File: config.mk
export PLATFORM = sky130hd
export DESIGN_NAME = lchp_host_port
export DESIGN_NICKNAME = d
export VERILOG_FILES = /design/src/logic/lchp_pkg.sv /design/src/logic/lchp_host_port.sv
export SDC_FILE = /design/constraint.sdc
export NUM_CORES = 1
export LEC_CHECK = 0
export BUFFER_PORTS_ARGS = -buffer_cell sky130_fd_sc_hd__buf_2
export CORE_MARGIN = 5
export CORE_UTILIZATION = 40
export CTS_BUF_LIST = sky130_fd_sc_hd__clkbuf_4
export DETAILED_ROUTE_END_ITERATION = 16
export PLACE_DENSITY = 0.68
export SKIP_CTS_REPAIR_TIMING = 1
export SLEW_MARGIN = 40
export SYNTH_ARGS = -nofsm -noshare
export SYNTH_HDL_FRONTEND = slang
export SYNTH_SLANG_ARGS = --single-unit
File: constraint.sdc
create_clock -name core_clk -period 4.6 [get_ports core_clk]
set_input_delay 0.92 -clock core_clk [delete_from_list [all_inputs] [get_ports core_clk]]
set_output_delay 0.92 -clock core_clk [all_outputs]
set_load 0.02 [all_outputs]
File: src/logic/lchp_pkg.sv
// Constants, encodings and register map of the LCD host command port.
// Assumes a single 25 MHz core clock and an Avalon-MM register slave.
package lchp_pkg;
  // ----------------------------------------------------------------
  // Bus styles selected by straps
  // ----------------------------------------------------------------
  localparam logic [2:0] STYLE_STROBE_PAIR = 3'h0;
  localparam logic [2:0] STYLE_ENABLE = 3'h1;
  localparam logic [2:0] STYLE_DATA_STROBE = 3'h2;
  // ----------------------------------------------------------------
  // Command codes
  // ----------------------------------------------------------------
  localparam logic [7:0] CMD_GLYPH_BASE_SET = 8'h5C;
  localparam logic [7:0] CMD_CURSOR_DIR = 8'h4C;
  localparam logic [7:0] CMD_CURSOR_WRITE = 8'h46;
  localparam logic [7:0] CMD_MEMORY_WRITE = 8'h42;
  localparam logic [7:0] CMD_RESET_VALUE = 8'h00;
  // ----------------------------------------------------------------
  // Glyph source ranges held in glyph RAM
  // ----------------------------------------------------------------
  localparam logic [7:0] GLYPH_LOW_FIRST = 8'h80;
  localparam logic [7:0] GLYPH_LOW_LAST = 8'h9F;
  localparam logic [7:0] GLYPH_HIGH_FIRST = 8'hE0;
  // ----------------------------------------------------------------
  // Register map (byte addresses) and fields
  // ----------------------------------------------------------------
  localparam logic [3:0] ADDR_CTRL = 4'h0;
  localparam logic [3:0] ADDR_CURSOR = 4'h4;
  localparam logic [3:0] ADDR_GBASE = 4'h8;
  localparam logic [3:0] ADDR_STATUS = 4'hC;
  localparam int CTRL_EXT_GLYPH = 0;
  localparam int CTRL_DIR_LEFT = 1;
  localparam int CTRL_TALL_GLYPH = 2;
  localparam int STATUS_CMD_LSB = 8;
  localparam logic [15:0] CURSOR_RESET = 16'h0000;
  localparam logic [15:0] GBASE_RESET = 16'h0000;
  // ----------------------------------------------------------------
  // Host pin vector layout after synchronising
  // ----------------------------------------------------------------
  localparam int PIN_W = 11;
  localparam int PIN_STROBE_A = 8;
  localparam int PIN_STROBE_B = 9;
  localparam int PIN_SELECT = 10;
  typedef enum logic [1:0] {LCHP_OP_NONE, LCHP_OP_READ, LCHP_OP_DATA_WR, LCHP_OP_CMD_WR} lchp_op_t;
endpackage

File: src/logic/lchp_host_port.sv
// Host parallel port of the LCD controller: strobe decode, command and
// parameter sequencing, cursor, glyph fetch addressing, register slave.
// Assumes host pins are asynchronous and display memory answers in one cycle.
//
// How it works
// Strobe pair: read low, write high, select high reads; write low writes.
// Enable style: enable high, rw high with select high reads; rw low writes.
// Data strobe style: strobe low, direction high with select high reads; direction low writes.
// Straps, caught in reset, choose which of three styles decodes the strobes.
// Host wires select to its lowest address bit.
// With internal ROM, codes 80h-9Fh and E0h-FFh come from glyph RAM.
// External glyph bit set: every code is fetched from glyph RAM.
// 5Ch then low and high parameter bytes load the glyph base address.
// Command 4Ch sets cursor shift direction to the right.
// 46h then low and high parameter bytes set the cursor address.
// Graphics-only use needs no glyph RAM patterns.
// Glyph fetch address is base plus shifted code plus row.
// Tall glyph bit: clear shifts code by three, set shifts by four.
// After 42h each data write stores at cursor, then cursor moves.
// A command write ends the previous command's parameter sequence.
`timescale 1ns/100ps
module lchp_host_port (
  input wire logic core_clk,
  input wire logic rst_b,
  input wire logic [2:0] bus_style_straps,
  input wire logic strobe_a_pin,
  input wire logic strobe_b_pin,
  input wire logic cmd_data_select,
  input wire logic [7:0] host_data_in,
  output logic [7:0] host_data_out,
  output logic host_data_oe_n,
  output logic mem_wr_pulse,
  output logic [15:0] mem_addr,
  output logic [7:0] mem_wdata,
  input wire logic [7:0] mem_rdata,
  input wire logic fetch_req,
  input wire logic [7:0] fetch_code,
  input wire logic [3:0] fetch_row,
  output logic fetch_valid,
  output logic [15:0] fetch_addr,
  output logic fetch_from_ram,
  input wire logic [3:0] avs_address,
  input wire logic avs_read,
  input wire logic avs_write,
  input wire logic [31:0] avs_writedata,
  output logic [31:0] avs_readdata,
  output logic avs_waitrequest
);
  // ----------------------------------------------------------------
  // State
  // ----------------------------------------------------------------
  typedef struct packed {
    logic [2:0] style;
    logic [lchp_pkg::PIN_W-1:0] sync1;
    logic [lchp_pkg::PIN_W-1:0] sync2;
    logic [lchp_pkg::PIN_W-1:0] sync3;
    logic [lchp_pkg::PIN_W-1:0] filt;
    lchp_pkg::lchp_op_t op_prev;
    logic [7:0] cmd;
    logic [1:0] pidx;
    logic [15:0] cursor;
    logic [15:0] gbase;
    logic ext_glyph;
    logic dir_left;
    logic tall_glyph;
    logic [7:0] dout;
    logic oe_n;
    logic mem_wr;
    logic [15:0] maddr;
    logic [7:0] mwdata;
    logic fvalid;
    logic [15:0] faddr;
    logic framsel;
    logic [31:0] rdata;
    logic wait_req;
  } lchp_state_t;

  lchp_state_t st_q;
  lchp_state_t st_d;
  lchp_pkg::lchp_op_t op;
  logic sa;
  logic sb;
  logic sel;
  logic [7:0] din;
  logic [15:0] code_off;
  logic in_ram_range;
  logic strobe_a_idle;

  // Synchroniser resets to the strapped idle level; else enable style sees a read at release
  assign strobe_a_idle = (bus_style_straps != lchp_pkg::STYLE_ENABLE);

  // ----------------------------------------------------------------
  // Strobe decode per bus style
  // ----------------------------------------------------------------
  always_comb begin
    sa = st_q.filt[lchp_pkg::PIN_STROBE_A];
    sb = st_q.filt[lchp_pkg::PIN_STROBE_B];
    sel = st_q.filt[lchp_pkg::PIN_SELECT];
    din = st_q.filt[7:0];
    op = lchp_pkg::LCHP_OP_NONE;
    if (st_q.style == lchp_pkg::STYLE_ENABLE) begin
      if (sa && sb && sel) begin
        op = lchp_pkg::LCHP_OP_READ;
      end else if (sa && !sb) begin
        op = sel ? lchp_pkg::LCHP_OP_CMD_WR : lchp_pkg::LCHP_OP_DATA_WR;
      end
    end else if (st_q.style == lchp_pkg::STYLE_DATA_STROBE) begin
      if (!sa && sb && sel) begin
        op = lchp_pkg::LCHP_OP_READ;
      end else if (!sa && !sb) begin
        op = sel ? lchp_pkg::LCHP_OP_CMD_WR : lchp_pkg::LCHP_OP_DATA_WR;
      end
    end else begin
      if (!sa && sb && sel) begin
        op = lchp_pkg::LCHP_OP_READ;
      end else if (sa && !sb) begin
        op = sel ? lchp_pkg::LCHP_OP_CMD_WR : lchp_pkg::LCHP_OP_DATA_WR;
      end
    end
  end

  // ----------------------------------------------------------------
  // Next state
  // ----------------------------------------------------------------
  always_comb begin
    st_d = st_q;
    // Three stages; a change counts once stages two and three agree
    st_d.sync1 = {cmd_data_select, strobe_b_pin, strobe_a_pin, host_data_in};
    st_d.sync2 = st_q.sync1;
    st_d.sync3 = st_q.sync2;
    st_d.filt = (st_q.sync2 & st_q.sync3) | (st_q.filt & (st_q.sync2 ^ st_q.sync3));
    st_d.op_prev = op;
    st_d.mem_wr = 1'b0;
    st_d.maddr = st_q.cursor;
    st_d.dout = mem_rdata;
    st_d.oe_n = (op != lchp_pkg::LCHP_OP_READ);
    // Act once per strobe, on the cycle the decoded operation first appears
    if (op != st_q.op_prev && op == lchp_pkg::LCHP_OP_CMD_WR) begin
      st_d.cmd = din;
      st_d.pidx = 2'h0;
      if (din == lchp_pkg::CMD_CURSOR_DIR) begin
        st_d.dir_left = 1'b0;
      end
    end else if (op != st_q.op_prev && op == lchp_pkg::LCHP_OP_DATA_WR) begin
      if (st_q.pidx != 2'h2) begin
        st_d.pidx = st_q.pidx + 2'h1;
      end
      case (st_q.cmd)
        lchp_pkg::CMD_GLYPH_BASE_SET: begin
          if (st_q.pidx == 2'h0) begin
            st_d.gbase[7:0] = din;
          end else if (st_q.pidx == 2'h1) begin
            st_d.gbase[15:8] = din;
          end
        end
        lchp_pkg::CMD_CURSOR_WRITE: begin
          if (st_q.pidx == 2'h0) begin
            st_d.cursor[7:0] = din;
          end else if (st_q.pidx == 2'h1) begin
            st_d.cursor[15:8] = din;
          end
        end
        lchp_pkg::CMD_MEMORY_WRITE: begin
          st_d.mem_wr = 1'b1;
          st_d.maddr = st_q.cursor;
          st_d.mwdata = din;
          st_d.cursor = st_q.dir_left ? st_q.cursor - 16'h0001 : st_q.cursor + 16'h0001;
        end
        default: begin
        end
      endcase
    end
    // Glyph fetch address and source
    code_off = st_q.tall_glyph ? {4'h0, fetch_code, fetch_row}
                               : {5'h00, fetch_code, fetch_row[2:0]};
    in_ram_range = (fetch_code >= lchp_pkg::GLYPH_LOW_FIRST && fetch_code <= lchp_pkg::GLYPH_LOW_LAST)
                   || (fetch_code >= lchp_pkg::GLYPH_HIGH_FIRST);
    st_d.fvalid = fetch_req;
    if (fetch_req) begin
      st_d.faddr = st_q.gbase + code_off;
      st_d.framsel = st_q.ext_glyph || in_ram_range;
    end
    // Register slave: one wait cycle, then a single answer cycle
    st_d.wait_req = 1'b1;
    if ((avs_read || avs_write) && st_q.wait_req) begin
      st_d.wait_req = 1'b0;
      st_d.rdata = 32'h0000_0000;
      if (avs_address == lchp_pkg::ADDR_CTRL) begin
        st_d.rdata[lchp_pkg::CTRL_EXT_GLYPH] = st_q.ext_glyph;
        st_d.rdata[lchp_pkg::CTRL_DIR_LEFT] = st_q.dir_left;
        st_d.rdata[lchp_pkg::CTRL_TALL_GLYPH] = st_q.tall_glyph;
      end else if (avs_address == lchp_pkg::ADDR_CURSOR) begin
        st_d.rdata[15:0] = st_q.cursor;
      end else if (avs_address == lchp_pkg::ADDR_GBASE) begin
        st_d.rdata[15:0] = st_q.gbase;
      end else if (avs_address == lchp_pkg::ADDR_STATUS) begin
        st_d.rdata[2:0] = st_q.style;
        st_d.rdata[lchp_pkg::STATUS_CMD_LSB +: 8] = st_q.cmd;
      end
    end
    if (avs_write && !st_q.wait_req && avs_address == lchp_pkg::ADDR_CTRL) begin
      st_d.ext_glyph = avs_writedata[lchp_pkg::CTRL_EXT_GLYPH];
      st_d.dir_left = avs_writedata[lchp_pkg::CTRL_DIR_LEFT];
      st_d.tall_glyph = avs_writedata[lchp_pkg::CTRL_TALL_GLYPH];
    end
  end

  // ----------------------------------------------------------------
  // Registers
  // ----------------------------------------------------------------
  always_ff @(posedge core_clk) begin
    if (!rst_b) begin
      st_q <= '0;
      st_q.style <= bus_style_straps;
      st_q.filt <= {1'b1, 1'b1, strobe_a_idle, 8'h00};
      st_q.sync1 <= {1'b1, 1'b1, strobe_a_idle, 8'h00};
      st_q.sync2 <= {1'b1, 1'b1, strobe_a_idle, 8'h00};
      st_q.sync3 <= {1'b1, 1'b1, strobe_a_idle, 8'h00};
      st_q.cmd <= lchp_pkg::CMD_RESET_VALUE;
      st_q.cursor <= lchp_pkg::CURSOR_RESET;
      st_q.gbase <= lchp_pkg::GBASE_RESET;
      st_q.oe_n <= 1'b1;
      st_q.wait_req <= 1'b1;
    end else begin
      st_q <= st_d;
    end
  end

  assign host_data_out = st_q.dout;
  assign host_data_oe_n = st_q.oe_n;
  assign mem_wr_pulse = st_q.mem_wr;
  assign mem_addr = st_q.maddr;
  assign mem_wdata = st_q.mwdata;
  assign fetch_valid = st_q.fvalid;
  assign fetch_addr = st_q.faddr;
  assign fetch_from_ram = st_q.framsel;
  assign avs_readdata = st_q.rdata;
  assign avs_waitrequest = st_q.wait_req;

  // ----------------------------------------------------------------
  // Checks
  // ----------------------------------------------------------------
  a_style_held: assert property (@(posedge core_clk) disable iff (!rst_b)
    $stable(st_q.style)) else $error("Bus style changed outside reset");
  a_cmd_restart: assert property (@(posedge core_clk) disable iff (!rst_b)
    (op == lchp_pkg::LCHP_OP_CMD_WR && st_q.op_prev != op) |=> (st_q.pidx == 2'h0))
    else $error("Command write did not restart parameters");
  a_dir_right: assert property (@(posedge core_clk) disable iff (!rst_b)
    (op == lchp_pkg::LCHP_OP_CMD_WR && st_q.op_prev != op && din == lchp_pkg::CMD_CURSOR_DIR)
    |=> !st_q.dir_left) else $error("Direction command did not select right");
  a_cursor_low: assert property (@(posedge core_clk) disable iff (!rst_b)
    (op == lchp_pkg::LCHP_OP_DATA_WR && st_q.op_prev != op && st_q.pidx == 2'h0
     && st_q.cmd == lchp_pkg::CMD_CURSOR_WRITE) |=> (st_q.cursor[7:0] == $past(din)))
    else $error("Cursor low byte not loaded");
  a_base_high: assert property (@(posedge core_clk) disable iff (!rst_b)
    (op == lchp_pkg::LCHP_OP_DATA_WR && st_q.op_prev != op && st_q.pidx == 2'h1
     && st_q.cmd == lchp_pkg::CMD_GLYPH_BASE_SET) |=> (st_q.gbase[15:8] == $past(din)))
    else $error("Glyph base high byte not loaded");
  a_memory_write_cmd_advance: assert property (@(posedge core_clk) disable iff (!rst_b)
    mem_wr_pulse |-> (mem_addr == (st_q.dir_left ? st_q.cursor + 16'h0001
                                                 : st_q.cursor - 16'h0001)))
    else $error("Cursor did not move after memory write");
  a_fetch_source: assert property (@(posedge core_clk) disable iff (!rst_b)
    (fetch_req && !st_q.ext_glyph && fetch_code < lchp_pkg::GLYPH_LOW_FIRST)
    |=> (fetch_valid && !fetch_from_ram)) else $error("Low code fetched from glyph RAM");
  a_fetch_ext: assert property (@(posedge core_clk) disable iff (!rst_b)
    (fetch_req && st_q.ext_glyph) |=> fetch_from_ram)
    else $error("External glyph source ignored");
  a_fetch_addr: assert property (@(posedge core_clk) disable iff (!rst_b)
    (fetch_req && !st_q.tall_glyph) |=> (fetch_addr == $past(st_q.gbase)
      + {5'h00, $past(fetch_code), $past(fetch_row[2:0])}))
    else $error("Short glyph fetch address wrong");
  a_read_drive: assert property (@(posedge core_clk) disable iff (!rst_b)
    (op == lchp_pkg::LCHP_OP_READ) |=> !host_data_oe_n)
    else $error("Read did not drive data bus");
  a_bus_answer: assert property (@(posedge core_clk) disable iff (!rst_b)
    ((avs_read || avs_write) && avs_waitrequest) |=> !avs_waitrequest)
    else $error("Register access not answered in one cycle");
endmodule

== Word-level counts from Yosys, hierarchy flattened ==
Index checks and enable logic that the tools add are counted.
Storage, ports and cells
  register bits after elaboration: 163
  bits in latches: 0
  bits in writable memories: 0
  bits in read-only memories: 0
  bits of input ports: 75
  output and inout bits: 85
  logic and storage cells: 135
  memories: 0
Operators by class
  $add $sub $neg: 4
  $mul: 0
  div/mod/pow operators: 0
  order comparisons: 3
  equality and inequality tests: 19
  shift-type cells: 0
  mux-type cells: 40
  bitwise operators: 8
  reduce and logical (&&, ||, !) cells: 32
Operators with widths (count)
  $mux W174: 1
  $mux W25: 3
  $mux W8: 9
  $mux W16: 3
  $mux W17: 2
  $mux W34: 1
  $eq A8 B7 Y1 const B: 4
  $mux W32: 1
  $pmux W16 S2: 1
  $and A11 B11 Y11: 2
  $mux W2: 9
  $add A16 B1 Y16 const B: 1
  $add A16 B12 Y16: 1
  $ge A8 B8 Y1 const B: 2
  $sub A16 B1 Y16 const B: 1
  $mux W13: 1
  $logic_and A1 B1 Y1: 12
  $mux W12: 1
  $mux W3: 4
  $or A11 B11 Y11: 1
  $xor A11 B11 Y11: 1
  $reduce_and A5 Y1: 2
  $eq A4 B4 Y1 const B: 2
  $le A8 B8 Y1 const B: 1
  23 further kinds: 40

== Depth between registers and ports, before layout ==
  depth in word-level cells: 11
  mapped depth: 10
  depth with buffers taken out: 9

== Least setup slack after synthesis ==
OpenSTA, ideal clock, no wires.
  path kind: input-to-reg
  start point: input port fetch_code[2]
  end point: register st_q, in the netlist fetch_addr[15]
  arrival time: 2.719 ns
  data required time: 4.535 ns
  setup slack: 1.817 ns
  cell stages on the path: 9
  buffers on the path: 0
  cell sequence: mux2_2 > ha_1 > a21oi_1 > o21ai_0 > a221oi_1 > nand2_1 > mux2i_1 > o31a_1 > nor2_1
On the way
  longest elaborated chain between the ends: 2
RTL lines
  start, declared: line lchp_host_port.sv:37  | input wire logic [7:0] fetch_code,
  $mux W12: line lchp_host_port.sv:174  | code_off = st_q.tall_glyph ? {4'h0, fetch_code, fetch_row}
  $add A16 B12 Y16: line lchp_host_port.sv:180  | st_d.faddr = st_q.gbase + code_off;
  end signal, assigned: line lchp_host_port.sv:225  | st_q <= st_d;
  end, declared: line lchp_host_port.sv:78  | lchp_state_t st_q;
No other way between the ends.
A chain may end at the register's enable or synchronous reset.

== Worst setup path in the final report ==
  start point: register st_q[86] (netlist name)
  end point: register st_q[119] (netlist name)
On the way
  longest elaborated chain between the ends: 2
RTL lines
  $mux W16: line lchp_host_port.sv:167  | st_d.cursor = st_q.dir_left ? st_q.cursor - 16'h0001 : st_q.cursor + 16'h0001;
  $pmux W16 S2: line lchp_host_port.sv:148  | case (st_q.cmd)
No other way between the ends.

==> results by group <==
Run status
  • Outcome: completed

Logic synthesis
  • Netlist cell types: 63
  • Yosys reg bits: 163
  • Most common cell in the netlist: dfxtp_1
  • Synth top area share: 39.7%
  • Synthesized area per cell: 9.16 um^2
  • YS warnings: 0
  • Post-synth top flop: dfxtp_1
  • Post-synth EDFFs: 3
  • Cells after Synth: 882
  • Area leader, netlist: dfxtp_1
  • Top cells by count, synth: dfxtp_1 (160), nor2_1 (96), buf_4 (80), a21oi_1 (50), and2_1 (50)
  • Top post-synthesis cells by area: dfxtp_1 (40%), buf_4 (7.4%), ha_1 (6.2%)
  • Ys async rst share: 0%
  • Sequential share of the synthesized area: 40.8%
  • Post-Syn Area: 8080 um^2

Floorplanning
  • Top-level port count: 160
  • Die area: 23100 um^2
  • Initial core utilization: 40.3%
  • Die Span X: 152 um
  • Std-Cell Rows: 52
  • Die Height: 152 um
  • Core area: 20000 um^2

Layout
  • Final instance area: 8640 um^2
  • Area grow syn2layout: 7.02%
  • Fin nets: 1029
  • # diodes: 0
  • Fin util: 43.1%
  • Share of layout cells above drive strength 1: 20.4%

GRT
  • Vias in the first global route: 5868
  • Antenna violations before repair: 0
  • Largest net degree at the start of global routing: 80
  • Total global-route track usage: 15.6%
  • Remaining Overflow, GRT: 0
  • First-pass GRT wire length: 29700 um

Clock network
  • CTS Sinks: 163
  • Total CTS buffers: 17
  • Clock buffer depth: 2
  • H-tree depth: 4
  • Root buf cell: clkbuf_4
  • Clk Latency, worst-skew pair: 0.56 ns
  • CTS tree: yes
  • Clock-pin slew on the worst setup and hold paths: 0.13 ns

Routing
  • Average wire per standard cell: 15.2 um
  • DRT antenna net count: 0
  • DRT Wirelength: 18200 um
  • Drt first-iter violations: 377
  • 1st-pass router iterations: 5
  • Vias: 6137
  • Remaining DRCs: 0
  • Vias per cell: 5.14

Timing
  • Minimum clock period: 2.87 ns
  • Clock skew: 0.0141 ns
  • Max-slew violations: 0
  • Achievable Freq: 349 MHz
  • Final worst path period share: 62.4%
  • RSZ-0062 raised after global routing: false
  • Final setup TNS: 0 ns
  • Final setup viols: 0
  • Slew HR: 51.8%
  • Slew @ Worst Pin: 0.717 ns
  • Final Hold Viols: 0

Place
  • DP HPWL: 13200 um
  • Placed Area: 8310 um^2
  • Port Buffers: 114
  • Gp weighted congestion: 0.853

Power and ir drop
  • Maximum vdd drop: 207 uV
  • PwrDens: 304 nW/um^2
  • Leakage: 3.89 nW
  • Total Power: 2.63 mW

Critical path
  • Crit path launch type: register
  • CP cell instances: ha_1 > o21ai_0 > o21bai_1 > a21oi_1 > o221ai_1 > a311o_1 > a211oi_1 > o22ai_1
  • Crit. End Element: register
  • Crit-path max FO: 18
  • Worst path max stage delay: 0.63 ns
  • Crit path kind: reg2reg
  • Worst Path Arrival: 3.30 ns
  • Worst EP required: 5.03 ns
  • Worst path slowest cell: dfxtp_2

Flow run
  • Max cap viols: 0

Worst hold path
  • Worst Hold Class: reg2reg
[routing by layer]
metal / share of wire (%) / routed length [um] / GRT usage, %
met5: 0 / 0 / 0
met3: 5.9 / 1080 / 3.90
met4: 1.6 / 294 / 4.67
met2: 45 / 8200 / 24.5
met1: 47 / 8590 / 21.4
[registers in the layout, summed over array words and instances, names as in the netlist]
name,flops
st_q,58
st_d,25
avs_readdata,16
fetch_addr,16
mem_addr,16
din,8
host_data_out,8
mem_wdata,8
avs_waitrequest,1
fetch_from_ram,1
fetch_valid,1
host_data_oe_n,1
mem_wr_pulse,1
sa,1
sb,1
sel,1
[stage by stage]
stage	instances	hold slack (ns)	setup slack, ns
after floorplan	897	0.386	1.82
after global placement	1163	0.401	1.49
after CTS	1195	0.432	1.46
after global routing	1195	0.458	1.47
after detailed placement	1163	0.407	1.47
final	1195	0.430	1.73
[critical path, delay by kind of cell (launching register included)]
family                     cells  cell delay (ns)
DFF                            1             0.63
AOI/OAI and AO/OA              7             1.75
adders and majority gates      1             0.37
[layout by cell type, fill, tap and decap left out, drive strengths merged, types with 8 or more instances in the layout]
| cell type | n |
|---|---|
| a211oi | 13 |
| a21oi | 50 |
| a22oi | 8 |
| a31oi | 13 |
| and2 | 50 |
| buf | 120 |
| clkbuf | 19 |
| clkinv | 9 |
| conb | 16 |
| dfxtp | 160 |
| ha | 40 |
| inv | 12 |
| mux2 | 19 |
| mux2i | 46 |
| nand2 | 47 |
| nand2b | 13 |
| nand3 | 13 |
| nor2 | 96 |
| nor2b | 8 |
| nor3 | 15 |
| o21ai | 44 |
| xnor2 | 22 |
[report_power, final]
part | switching [mW] | internal, mW | total (mW) | leakage, nW
clock network | 0.505 | 0.444 | 0.948 | 0.174
logic | 0.129 | 0.0768 | 0.206 | 2.38
registers | 0.0206 | 1.45 | 1.47 | 1.33
[path summary, 6_finish.rpt]
kind              slack [ns]  cells after the start       from   endpoint
setup / recovery        1.73                      8   st_q[86]  st_q[119]
hold / removal          0.43                      1  st_d[163]  st_d[152]
setup reg to reg        1.73                      8   st_q[86]  st_q[119]
hold reg to reg         0.43                      1  st_d[163]  st_d[152]
[logic make-up after synthesis]
group / synth area share (%)
adders and majority gates: 6.69
xor gates and xnor gates: 2.60
AOI/OAI and AO/OA: 14.4
buffers and inverters: 10.3
muxes: 8.35
other: 0.0464
and+or+nand+nor: 16.7
DFF: 40.8
[layout make-up]
type                    count  area, um^2
flip-flops and latches    163        3290
clock buffers              19         143
clock inverters            13         185
repair buffers            120         616
fillers                  2039       11400
inverters                  13        50.0
multi-input cells         597        4020
well taps                 270         338
Power figures use the tool's default switching activity.
